$ cat config.mk
export PLATFORM = sky130hd
export DESIGN_NAME = sfb_status_bank
export DESIGN_NICKNAME = d
export VERILOG_FILES = /design/src/core/sfb_sync.v /design/src/core/sfb_flag_byte.v /design/src/core/sfb_status_bank.v
export VERILOG_INCLUDE_DIRS = /design/src /design/src/inc
export SDC_FILE = /design/constraint.sdc
export NUM_CORES = 1
export LEC_CHECK = 0
export ABC_AREA = 1
export BUFFER_PORTS_ARGS = -buffer_cell sky130_fd_sc_hd__buf_4
export CORE_UTILIZATION = 60
export DETAILED_ROUTE_END_ITERATION = 10
export PLACE_DENSITY_LB_ADDON = 0.08
export REMOVE_ABC_BUFFERS = 1
export SETUP_SLACK_MARGIN = 0.5
export SLEW_MARGIN = 20
export SYNTH_ARGS = -nofsm -noshare
export SYNTH_HDL_FRONTEND = slang
export SYNTH_SLANG_ARGS = --single-unit
export TNS_END_PERCENT = 10
$ cat constraint.sdc
create_clock -name CLK -period 15.15 [get_ports CLK]
set_input_delay 0.7575 -clock CLK [delete_from_list [all_inputs] [get_ports CLK]]
set_output_delay 0.7575 -clock CLK [all_outputs]
set_load 0.02 [all_outputs]
$ cat src/inc/sfb_defs.vh
// Constants of the SPI status flag bank
`ifndef SFB_DEFS_VH
`define SFB_DEFS_VH

// ----------------------------------------------------------------
// Status register addresses (7-bit)
// ----------------------------------------------------------------
`define SFB_ADDR_SUP_HI    7'h40
`define SFB_ADDR_SUP_LO    7'h41
`define SFB_ADDR_THERMAL   7'h42
`define SFB_ADDR_DEVICE    7'h43
`define SFB_ADDR_BUS       7'h44
`define SFB_ADDR_WAKE_A    7'h46
`define SFB_ADDR_WAKE_B    7'h47
`define SFB_ADDR_WAKE_LVL  7'h48
`define SFB_ADDR_PORT_OC   7'h54
`define SFB_ADDR_PORT_OL   7'h55
`define SFB_ADDR_IDENT     7'h7E

// ----------------------------------------------------------------
// Frame layout
// ----------------------------------------------------------------
`define SFB_FRAME_LEN      5'h10
`define SFB_DATA_START     5'h08
`define SFB_ADDR_MSB       6
`define SFB_MODE_BIT       7
`define SFB_CNT_IDX_MSB    3

// ----------------------------------------------------------------
// Supply-fail high byte fields
// ----------------------------------------------------------------
`define SFB_HI_BAT_UV      6
`define SFB_HI_BAT_OV      5
`define SFB_HI_REG_OV      1
`define SFB_HI_REG_WARN    0

// ----------------------------------------------------------------
// Supply-fail low byte fields
// ----------------------------------------------------------------
`define SFB_LO_POR         7
`define SFB_LO_EVT_MAP_3   4
`define SFB_LO_EVT_MAP_2   3
`define SFB_LO_EVT_MAP_1   2
`define SFB_LO_EVT_MAP_0   0

// ----------------------------------------------------------------
// Clearable masks, restart keep masks, reset values
// ----------------------------------------------------------------
`define SFB_BYTE_ZERO      8'h00
`define SFB_BYTE_ALL       8'hFF
`define SFB_HI_CLR_MASK    8'h63
`define SFB_HI_KEEP_MASK   8'h63
`define SFB_LO_CLR_MASK    8'h9D
`define SFB_LO_KEEP_MASK   8'h9D
`define SFB_LO_POR_VAL     8'h80
`define SFB_TH_CLR_MASK    8'h0F
`define SFB_TH_KEEP_MASK   8'h0F
`define SFB_DEV_CLR_MASK   8'hC3
`define SFB_DEV_KEEP_MASK  8'hCF
`define SFB_DEV_WD_LSB     2

// Identification value is arbitrary
`define SFB_IDENT_VAL      8'h5A

`endif

$ cat src/core/sfb_sync.v
// Two-stage synchroniser for a vector of pin inputs
`timescale 1ns/10ps
`default_nettype none

module sfb_sync #(
  parameter         W       = 1,
  parameter [W-1:0] RST_VAL = {W{1'b0}}
) (
  input  wire         clk,
  input  wire         rst,
  input  wire [W-1:0] din,
  output reg  [W-1:0] dout
);

  reg [W-1:0] stage1;

  // Stage one feeds stage two only
  always @(posedge clk or posedge rst) begin
    if (rst) begin
      stage1 <= RST_VAL;
      dout   <= RST_VAL;
    end else begin
      stage1 <= din;
      dout   <= stage1;
    end
  end

endmodule // sfb_sync

`default_nettype wire

$ cat src/core/sfb_flag_byte.v
// One status byte of latched read/clear flags plus live read-only bits
`timescale 1ns/10ps
`default_nettype none

module sfb_flag_byte #(
  parameter [7:0] CLR_MASK  = 8'hFF,
  parameter [7:0] KEEP_MASK = 8'hFF,
  parameter [7:0] RST_VAL   = 8'h00
) (
  input  wire       clk,
  input  wire       rst,
  input  wire [7:0] set_in,
  input  wire [7:0] live_in,
  input  wire       clr,
  input  wire       soft_rst,
  input  wire       restart,
  output wire [7:0] value
);

  reg [7:0] flags;
  reg [7:0] next_flags;

  always @* begin
    next_flags = flags;
    if (soft_rst) begin
      next_flags = 8'h00;
    end else if (restart) begin
      next_flags = flags & KEEP_MASK;
    end
    if (clr) begin
      next_flags = next_flags & ~CLR_MASK;
    end
    next_flags = (next_flags | set_in) & CLR_MASK;
  end

  always @(posedge clk or posedge rst) begin
    if (rst) begin
      flags <= RST_VAL;
    end else begin
      flags <= next_flags;
    end
  end

  // Read-only bits follow their live source
  assign value = flags | (live_in & ~CLR_MASK);

endmodule // sfb_flag_byte

`default_nettype wire

$ cat src/core/sfb_status_bank.v
// SPI status flag bank: frame decoder, read mux and latched status bytes
//
// Functional notes
// - A status access is one 16-bit frame: 7-bit address, mode bit, then a data byte.
// - Data bits D0..D7 sit at frame positions 8..15.
// - Mode bit 7 low reads the addressed byte and changes nothing.
// - Mode bit 7 high clears the clearable flags of the addressed byte.
// - Read-only and reserved bits ignore a clear; read/clear bits are readable and clearable.
// - Flags stay latched until cleared by command; watchdog failure count is live.
// - Status bytes decode at 0x40..0x44, 0x46..0x48, 0x54, 0x55 and identification at 0x7E.
// - Supply high byte resets to zero and keeps bits 6, 5, 1, 0 on restart entry.
// - Supply high bits 7 and 4:2 read zero and ignore clears.
// - Bit 6 latches battery undervoltage, detected only with the main regulator on.
// - Bit 5 latches battery overvoltage, detected with the main regulator on or with the charge pump on.
// - Bit 1 latches main regulator overvoltage until cleared.
// - Bit 0 latches main regulator prewarning at its fixed level.
// - In stop mode undervoltage watch needs load peak or the prewarning flag.
// - Overvoltage watch runs with charge pump on, else in stop mode needs peak or prewarning.
// - The low byte power-on flag is set by power-on reset and cleared by soft reset.
`timescale 1ns/10ps
`default_nettype none
`include "sfb_defs.vh"

module sfb_status_bank (
  input  wire       CLK,
  input  wire       RST,
  input  wire       SPI_CS_N,
  input  wire       SPI_SCK,
  input  wire       SPI_MOSI,
  output reg        SPI_MISO,
  output reg        SPI_MISO_OE,
  input  wire       BAT_UV_DET,
  input  wire       BAT_OV_DET,
  input  wire       REG_OV_DET,
  input  wire       REG_PREWARN_DET,
  input  wire       REG_ENABLED,
  input  wire       STOP_MODE,
  input  wire       LOAD_PEAK,
  input  wire       CHARGE_PUMP_EN,
  input  wire       RESTART_ENTRY,
  input  wire       SOFT_RESET,
  input  wire [3:0] SUPLO_EVT,
  input  wire [3:0] THERM_EVT,
  input  wire [3:0] DEV_EVT,
  input  wire [1:0] WATCHDOG_FAILURE_COUNT_CNT,
  input  wire [7:0] BUS_EVT,
  input  wire [7:0] WAKE_A_EVT,
  input  wire [7:0] WAKE_B_EVT,
  input  wire [7:0] WAKE_LEVEL,
  input  wire [7:0] PORT_OC_EVT,
  input  wire [7:0] PORT_OL_EVT
);

  // ----------------------------------------------------------------
  // Input synchronisers
  // ----------------------------------------------------------------
  localparam       EW       = 64;
  localparam [2:0] PIN_IDLE = 3'h4;

  wire [2:0]    pin_s;
  wire [EW-1:0] evt_s;

  sfb_sync #(
    .W       (3),
    .RST_VAL (PIN_IDLE)
  ) u_pin_sync (
    .clk  (CLK),
    .rst  (RST),
    .din  ({SPI_CS_N, SPI_SCK, SPI_MOSI}),
    .dout (pin_s)
  );

  sfb_sync #(
    .W       (EW),
    .RST_VAL ({EW{1'b0}})
  ) u_evt_sync (
    .clk  (CLK),
    .rst  (RST),
    .din  ({BAT_UV_DET, BAT_OV_DET, REG_OV_DET, REG_PREWARN_DET,
            REG_ENABLED, STOP_MODE, LOAD_PEAK, CHARGE_PUMP_EN,
            RESTART_ENTRY, SOFT_RESET, WATCHDOG_FAILURE_COUNT_CNT,
            SUPLO_EVT, THERM_EVT, DEV_EVT,
            BUS_EVT, WAKE_A_EVT, WAKE_B_EVT, WAKE_LEVEL,
            PORT_OC_EVT}),
    .dout (evt_s)
  );

  wire       cs_n_s  = pin_s[2];
  wire       sck_s   = pin_s[1];
  wire       mosi_s  = pin_s[0];

  wire       bat_uv  = evt_s[63];
  wire       bat_ov  = evt_s[62];
  wire       reg_ov  = evt_s[61];
  wire       reg_pw  = evt_s[60];
  wire       reg_en  = evt_s[59];
  wire       stop_md = evt_s[58];
  wire       peak    = evt_s[57];
  wire       charge_pump_enable   = evt_s[56];
  wire       rst_ent = evt_s[55];
  wire       soft_in = evt_s[54];
  wire [1:0] wd_cnt  = evt_s[53:52];
  wire [3:0] lo_evt  = evt_s[51:48];
  wire [3:0] th_evt  = evt_s[47:44];
  wire [3:0] dv_evt  = evt_s[43:40];
  wire [7:0] bus_evt = evt_s[39:32];
  wire [7:0] wka_evt = evt_s[31:24];
  wire [7:0] wkb_evt = evt_s[23:16];
  wire [7:0] wk_lvl  = evt_s[15:8];
  wire [7:0] oc_evt  = evt_s[7:0];
  wire [7:0] ol_evt;

  // Open-load bits do not fit in the 64-bit event vector: own pair of flops
  sfb_sync #(
    .W       (8),
    .RST_VAL (8'h00)
  ) u_ol_sync (
    .clk  (CLK),
    .rst  (RST),
    .din  (PORT_OL_EVT),
    .dout (ol_evt)
  );

  // ----------------------------------------------------------------
  // Mode pulses
  // ----------------------------------------------------------------
  reg  rst_ent_d;
  reg  soft_d;
  wire restart_pulse = rst_ent & ~rst_ent_d;
  wire soft_pulse    = soft_in & ~soft_d;

  always @(posedge CLK or posedge RST) begin
    if (RST) begin
      rst_ent_d <= 1'b0;
      soft_d    <= 1'b0;
    end else begin
      rst_ent_d <= rst_ent;
      soft_d    <= soft_in;
    end
  end

  // ----------------------------------------------------------------
  // SPI frame engine
  // ----------------------------------------------------------------
  reg         sck_d;
  reg         cs_n_d;
  reg  [4:0]  bit_cnt;
  reg         overrun;
  reg  [15:0] frame;
  reg  [7:0]  snap;
  reg         clr_strobe;
  reg  [6:0]  clr_addr;
  reg  [7:0]  rd_byte;

  wire sck_rise  = sck_s & ~sck_d;
  wire sck_fall  = ~sck_s & sck_d;
  wire cs_start  = ~cs_n_s & cs_n_d;
  wire cs_end    = cs_n_s & ~cs_n_d;
  wire cs_active = ~cs_n_s;
  wire [6:0] addr = frame[`SFB_ADDR_MSB:0];

  always @(posedge CLK or posedge RST) begin
    if (RST) begin
      sck_d  <= 1'b0;
      cs_n_d <= 1'b1;
    end else begin
      sck_d  <= sck_s;
      cs_n_d <= cs_n_s;
    end
  end

  always @(posedge CLK or posedge RST) begin
    if (RST) begin
      bit_cnt <= 5'h00;
      overrun <= 1'b0;
      frame   <= 16'h0000;
    end else if (cs_start) begin
      bit_cnt <= 5'h00;
      overrun <= 1'b0;
      frame   <= 16'h0000;
    end else if (cs_active && sck_rise) begin
      if (bit_cnt == `SFB_FRAME_LEN) begin
        overrun <= 1'b1;
      end else begin
        frame[bit_cnt[`SFB_CNT_IDX_MSB:0]] <= mosi_s;
        bit_cnt <= bit_cnt + 5'h01;
      end
    end
  end

  always @(posedge CLK or posedge RST) begin
    if (RST) begin
      SPI_MISO    <= 1'b0;
      SPI_MISO_OE <= 1'b0;
      snap        <= 8'h00;
    end else if (cs_start) begin
      SPI_MISO    <= 1'b0;
      SPI_MISO_OE <= 1'b1;
    end else if (cs_end) begin
      SPI_MISO    <= 1'b0;
      SPI_MISO_OE <= 1'b0;
    end else if (cs_active && sck_fall) begin
      if (bit_cnt == `SFB_DATA_START) begin
        snap     <= rd_byte;
        SPI_MISO <= rd_byte[0];
      end else if (bit_cnt > `SFB_DATA_START && bit_cnt < `SFB_FRAME_LEN) begin
        SPI_MISO <= snap[bit_cnt[2:0]];
      end else begin
        SPI_MISO <= 1'b0;
      end
    end
  end

  // clear only on a clean 16-bit frame with mode bit set
  always @(posedge CLK or posedge RST) begin
    if (RST) begin
      clr_strobe <= 1'b0;
      clr_addr   <= 7'h00;
    end else begin
      clr_strobe <= cs_end && (bit_cnt == `SFB_FRAME_LEN) && !overrun && frame[`SFB_MODE_BIT];
      clr_addr   <= addr;
    end
  end

  // a read frame leaves the flags alone
  wire clr_hi  = clr_strobe && (clr_addr == `SFB_ADDR_SUP_HI);
  wire clr_lo  = clr_strobe && (clr_addr == `SFB_ADDR_SUP_LO);
  wire clr_th  = clr_strobe && (clr_addr == `SFB_ADDR_THERMAL);
  wire clr_dv  = clr_strobe && (clr_addr == `SFB_ADDR_DEVICE);
  wire clr_bus = clr_strobe && (clr_addr == `SFB_ADDR_BUS);
  wire clr_wka = clr_strobe && (clr_addr == `SFB_ADDR_WAKE_A);
  wire clr_wkb = clr_strobe && (clr_addr == `SFB_ADDR_WAKE_B);
  wire clr_oc  = clr_strobe && (clr_addr == `SFB_ADDR_PORT_OC);
  wire clr_ol  = clr_strobe && (clr_addr == `SFB_ADDR_PORT_OL);

  // ----------------------------------------------------------------
  // Supply-fail high byte
  // ----------------------------------------------------------------
  wire [7:0] sup_hi;
  wire       warn_flag = sup_hi[`SFB_HI_REG_WARN];
  // stop mode needs peak load or prewarning
  wire       run_watch = ~stop_md | peak | warn_flag;
  wire       mon_uv    = reg_en & run_watch;
  // charge pump keeps overvoltage watch alive
  wire       mon_ov    = charge_pump_enable | (reg_en & run_watch);
  reg  [7:0] set_hi;

  always @* begin
    set_hi = `SFB_BYTE_ZERO;
    set_hi[`SFB_HI_BAT_UV]   = bat_uv & mon_uv;
    set_hi[`SFB_HI_BAT_OV]   = bat_ov & mon_ov;
    set_hi[`SFB_HI_REG_OV]   = reg_ov;
    set_hi[`SFB_HI_REG_WARN] = reg_pw;
  end

  // zero reset, keep mask on restart
  sfb_flag_byte #(
    .CLR_MASK  (`SFB_HI_CLR_MASK),
    .KEEP_MASK (`SFB_HI_KEEP_MASK),
    .RST_VAL   (`SFB_BYTE_ZERO)
  ) u_sup_hi (
    .clk      (CLK),
    .rst      (RST),
    .set_in   (set_hi),
    .live_in  (`SFB_BYTE_ZERO),
    .clr      (clr_hi),
    .soft_rst (soft_pulse),
    .restart  (restart_pulse),
    .value    (sup_hi)
  );

  // ----------------------------------------------------------------
  // Supply-fail low byte
  // ----------------------------------------------------------------
  wire [7:0] sup_lo;
  reg  [7:0] set_lo;

  always @* begin
    set_lo = `SFB_BYTE_ZERO;
    set_lo[`SFB_LO_EVT_MAP_3] = lo_evt[3];
    set_lo[`SFB_LO_EVT_MAP_2] = lo_evt[2];
    set_lo[`SFB_LO_EVT_MAP_1] = lo_evt[1];
    set_lo[`SFB_LO_EVT_MAP_0] = lo_evt[0];
  end

  // power-on value has the flag set, soft reset clears all
  sfb_flag_byte #(
    .CLR_MASK  (`SFB_LO_CLR_MASK),
    .KEEP_MASK (`SFB_LO_KEEP_MASK),
    .RST_VAL   (`SFB_LO_POR_VAL)
  ) u_sup_lo (
    .clk      (CLK),
    .rst      (RST),
    .set_in   (set_lo),
    .live_in  (`SFB_BYTE_ZERO),
    .clr      (clr_lo),
    .soft_rst (soft_pulse),
    .restart  (restart_pulse),
    .value    (sup_lo)
  );

  // ----------------------------------------------------------------
  // Other status bytes
  // ----------------------------------------------------------------
  wire [7:0] therm_st;
  wire [7:0] dev_st;
  wire [7:0] bus_st;
  wire [7:0] wka_st;
  wire [7:0] wkb_st;
  wire [7:0] oc_st;
  wire [7:0] ol_st;

  sfb_flag_byte #(
    .CLR_MASK  (`SFB_TH_CLR_MASK),
    .KEEP_MASK (`SFB_TH_KEEP_MASK),
    .RST_VAL   (`SFB_BYTE_ZERO)
  ) u_therm (
    .clk      (CLK),
    .rst      (RST),
    .set_in   ({4'h0, th_evt}),
    .live_in  (`SFB_BYTE_ZERO),
    .clr      (clr_th),
    .soft_rst (soft_pulse),
    .restart  (restart_pulse),
    .value    (therm_st)
  );

  // watchdog count is live, not latched
  sfb_flag_byte #(
    .CLR_MASK  (`SFB_DEV_CLR_MASK),
    .KEEP_MASK (`SFB_DEV_KEEP_MASK),
    .RST_VAL   (`SFB_BYTE_ZERO)
  ) u_dev (
    .clk      (CLK),
    .rst      (RST),
    .set_in   ({dv_evt[3:2], 4'h0, dv_evt[1:0]}),
    .live_in  ({4'h0, wd_cnt, 2'h0}),
    .clr      (clr_dv),
    .soft_rst (soft_pulse),
    .restart  (restart_pulse),
    .value    (dev_st)
  );

  sfb_flag_byte u_bus (
    .clk      (CLK),
    .rst      (RST),
    .set_in   (bus_evt),
    .live_in  (`SFB_BYTE_ZERO),
    .clr      (clr_bus),
    .soft_rst (soft_pulse),
    .restart  (restart_pulse),
    .value    (bus_st)
  );

  sfb_flag_byte u_wka (
    .clk      (CLK),
    .rst      (RST),
    .set_in   (wka_evt),
    .live_in  (`SFB_BYTE_ZERO),
    .clr      (clr_wka),
    .soft_rst (soft_pulse),
    .restart  (restart_pulse),
    .value    (wka_st)
  );

  sfb_flag_byte u_wkb (
    .clk      (CLK),
    .rst      (RST),
    .set_in   (wkb_evt),
    .live_in  (`SFB_BYTE_ZERO),
    .clr      (clr_wkb),
    .soft_rst (soft_pulse),
    .restart  (restart_pulse),
    .value    (wkb_st)
  );

  sfb_flag_byte u_oc (
    .clk      (CLK),
    .rst      (RST),
    .set_in   (oc_evt),
    .live_in  (`SFB_BYTE_ZERO),
    .clr      (clr_oc),
    .soft_rst (soft_pulse),
    .restart  (restart_pulse),
    .value    (oc_st)
  );

  sfb_flag_byte u_ol (
    .clk      (CLK),
    .rst      (RST),
    .set_in   (ol_evt),
    .live_in  (`SFB_BYTE_ZERO),
    .clr      (clr_ol),
    .soft_rst (soft_pulse),
    .restart  (restart_pulse),
    .value    (ol_st)
  );

  // ----------------------------------------------------------------
  // Read multiplexer
  // ----------------------------------------------------------------
  // status address decode
  always @* begin
    case (addr)
      `SFB_ADDR_SUP_HI:   rd_byte = sup_hi;
      `SFB_ADDR_SUP_LO:   rd_byte = sup_lo;
      `SFB_ADDR_THERMAL:  rd_byte = therm_st;
      `SFB_ADDR_DEVICE:   rd_byte = dev_st;
      `SFB_ADDR_BUS:      rd_byte = bus_st;
      `SFB_ADDR_WAKE_A:   rd_byte = wka_st;
      `SFB_ADDR_WAKE_B:   rd_byte = wkb_st;
      `SFB_ADDR_WAKE_LVL: rd_byte = wk_lvl;
      `SFB_ADDR_PORT_OC:  rd_byte = oc_st;
      `SFB_ADDR_PORT_OL:  rd_byte = ol_st;
      `SFB_ADDR_IDENT:    rd_byte = `SFB_IDENT_VAL;
      default:            rd_byte = `SFB_BYTE_ZERO;
    endcase
  end

endmodule // sfb_status_bank

`default_nettype wire

==> run summary <==
Hold WC Path Type = in2async
Pleak = 4.82 nW
Layout Skew = 6.83 ps
Gr usage total = 0.240
Crit path DAT = 2500 ps
Yosys warning count = 0
Post-CTS Hold Buffers = 0
Pre-CTS WS = 12,530 ps
Hpwl dp = 10,200 um
Share of the synthesized area in the top cell type = 0.722
Total die area = 14,100 um^2
Antenna violation net count after detailed routing = 0
Netlist cell types = 29
I/O pins = 79
DRC violations left = 0
Post-CTS resize count = 0
Clock sinks = 240
Final period util = 0.140
Synth area leader = dfrtp_1
Wire per inst = 16.1 um
Die Span X = 119 um
Final core occ = 0.732
Core area = 13,200 um^2
Final Hold Viols = 0
Port Buffers = 77
Gr ovfl total = 0
Clk slew on worst S/H paths = 60 ps
Max cap viols = 0
GPL Wtd Cong = 0.899
Synth top area cells = dfrtp_1 (72%), nand2_1 (7.9%), o21bai_1 (5.0%)
Cell Area, Synth = 8170 um^2
Largest net degree at the start of global routing = 164
DRT Pass-1 Iters = 5
Initial antenna violation count = 0
Clock buffer depth = 3
H-tree Lvls = 1
Setup CP Type = reg2reg
CTS root buffer = clkbuf_16
Num CTS Buffers = 23
Most common cell after layout, fill and taps aside = dfrtp_1
VDD IR-drop max = 0.131 mV
Iteration-0 DRC Markers = 399
Most frequent cells in the layout = dfrtp_1 (236), nand2_1 (173), buf_4 (78)
Syn avg cell area = 12.0 um^2
Setup TNS = 0 ps
Initial Utilization = 0.617
Relative slew slack = 0.391
Via Count = 5,038
WL final = 15,500 um
Fmax = 0.473 GHz
R2R Setup Slk = 13,030 ps
Clk_lat worst skew = 500 ps
Routed vias/inst = 5.23
Critical path required time = 15,530 ps
Status = finished clean
CTS tree = done
P per Cell Area = 135 nW/um^2
Layout cell share with drive strength beyond 1 = 0.184
First-pass GRT wire length = 26,000 um
Tmin final = 2120 ps
Cells after Synth = 679
NumNets Final = 857
Setup violations, final = 0
Layout overhead on the synthesized area = 18.6%
Biggest registers after layout = u_evt_sync.dout x63, u_evt_sync.stage1 x63
Max FO, Critical Path = 15
Unrepaired setup endpoints after global routing = false
Fin. max-slew vios = 0
Sequential fraction of the synthesis area = 0.735
Startpoint types = flop
Seq cells post-synth = 240
Row count = 42
Inserted Diodes = 0
Worst-Margin Slew = 905 ps
Critical Path End Type = flop
Vias in the first global route = 5,256
PnR worst setup slack = 13,030 ps
Die Y = 119 um
# Post-CTS Setup Buffers = 0
CP startpoint = u_pin_sync.dout[2]
Reg2reg start = u_pin_sync.dout[2]
==> critical path, cell delays in order (launching register included) <==
cell     delay (ps)
dfstp_2         550
inv_1            60
ha_1            400
nor4_4          660
inv_2           150
nand2_1         110
nand2_1          60
==> synth_stat cells (all sizes together) <==
cell,instances
dfrtp,236
nand2,175
o21bai,54
inv,49
nand3,41
nor2,41
o21ai,27
nor3,11
a21oi,9
nand4,8
clkbuf,6
ha,6
dfstp,4
nor3b,4
buf,2
o31ai,2
a21boi,1
and3,1
nor4,1
or2,1
==> report_power, final <==
| part | switching (mW) | leakage [nW] | internal (mW) |
|---|---|---|---|
| logic | 0.0355 | 1.69 | 0.0260 |
| registers | 0.0164 | 2.77 | 0.675 |
| clock network | 0.225 | 0.361 | 0.331 |
| total | 0.277 | 4.82 | 1.03 |
==> per-layer routing <==
layer	GRT usage	vias to the layer above	wire length, um
met5	0	-	0
met4	0.0807	0	368
met3	0.0367	26	654
met2	0.393	129	7820
met1	0.334	2507	6650
li1	-	2376	-
==> stage by stage <==
| stage | instance area [um^2] | hold WS, ps | total power, mW | instances |
|---|---|---|---|---|
| 2_1_floorplan | 8140 | 331 | 0.733 | 671 |
| 3_3_place_gp | 8950 | 332 | 0.760 | 925 |
| 3_5_place_dp | 8950 | 335 | 0.764 | 925 |
| 4_1_cts | 9690 | 335 | 1.32 | 963 |
| 5_1_grt | 9690 | 335 | 1.36 | 963 |
| 6_report | 9690 | 342 | 1.31 | 963 |
==> cells by family (layout without fill, tap and decap cells) <==
kind of cell | after synthesis | in the layout | synth area share
compound gates | 93 | 93 | 0.0744
fa+ha+maj | 6 | 6 | 0.00918
buf+inv | 57 | 165 | 0.0272
flops | 240 | 240 | 0.735
simple gates | 283 | 283 | 0.154
==> final cells by class <==
type	count	area [um^2]
timing repair buffer	78	586
multi-input combinational	382	1940
sequential	240	6010
fill	901	3550
clock inverter	8	98.8
inverter	49	196
clock buffer	30	642
tap	176	220
==> path summary, 6_finish.rpt <==
path / endpoint / cells past startpoint
max: snap[7] / 6
max reg2reg: snap[7] / 6
min: u_evt_sync.stage1[54] / 2
min in group CLK: u_ol_sync.dout[2] / 0
min reg2reg: u_ol_sync.dout[2] / 0
max in group asynchronous: u_evt_sync.stage1[13] / 3
No activity file was read; power rests on OpenSTA's default activity.
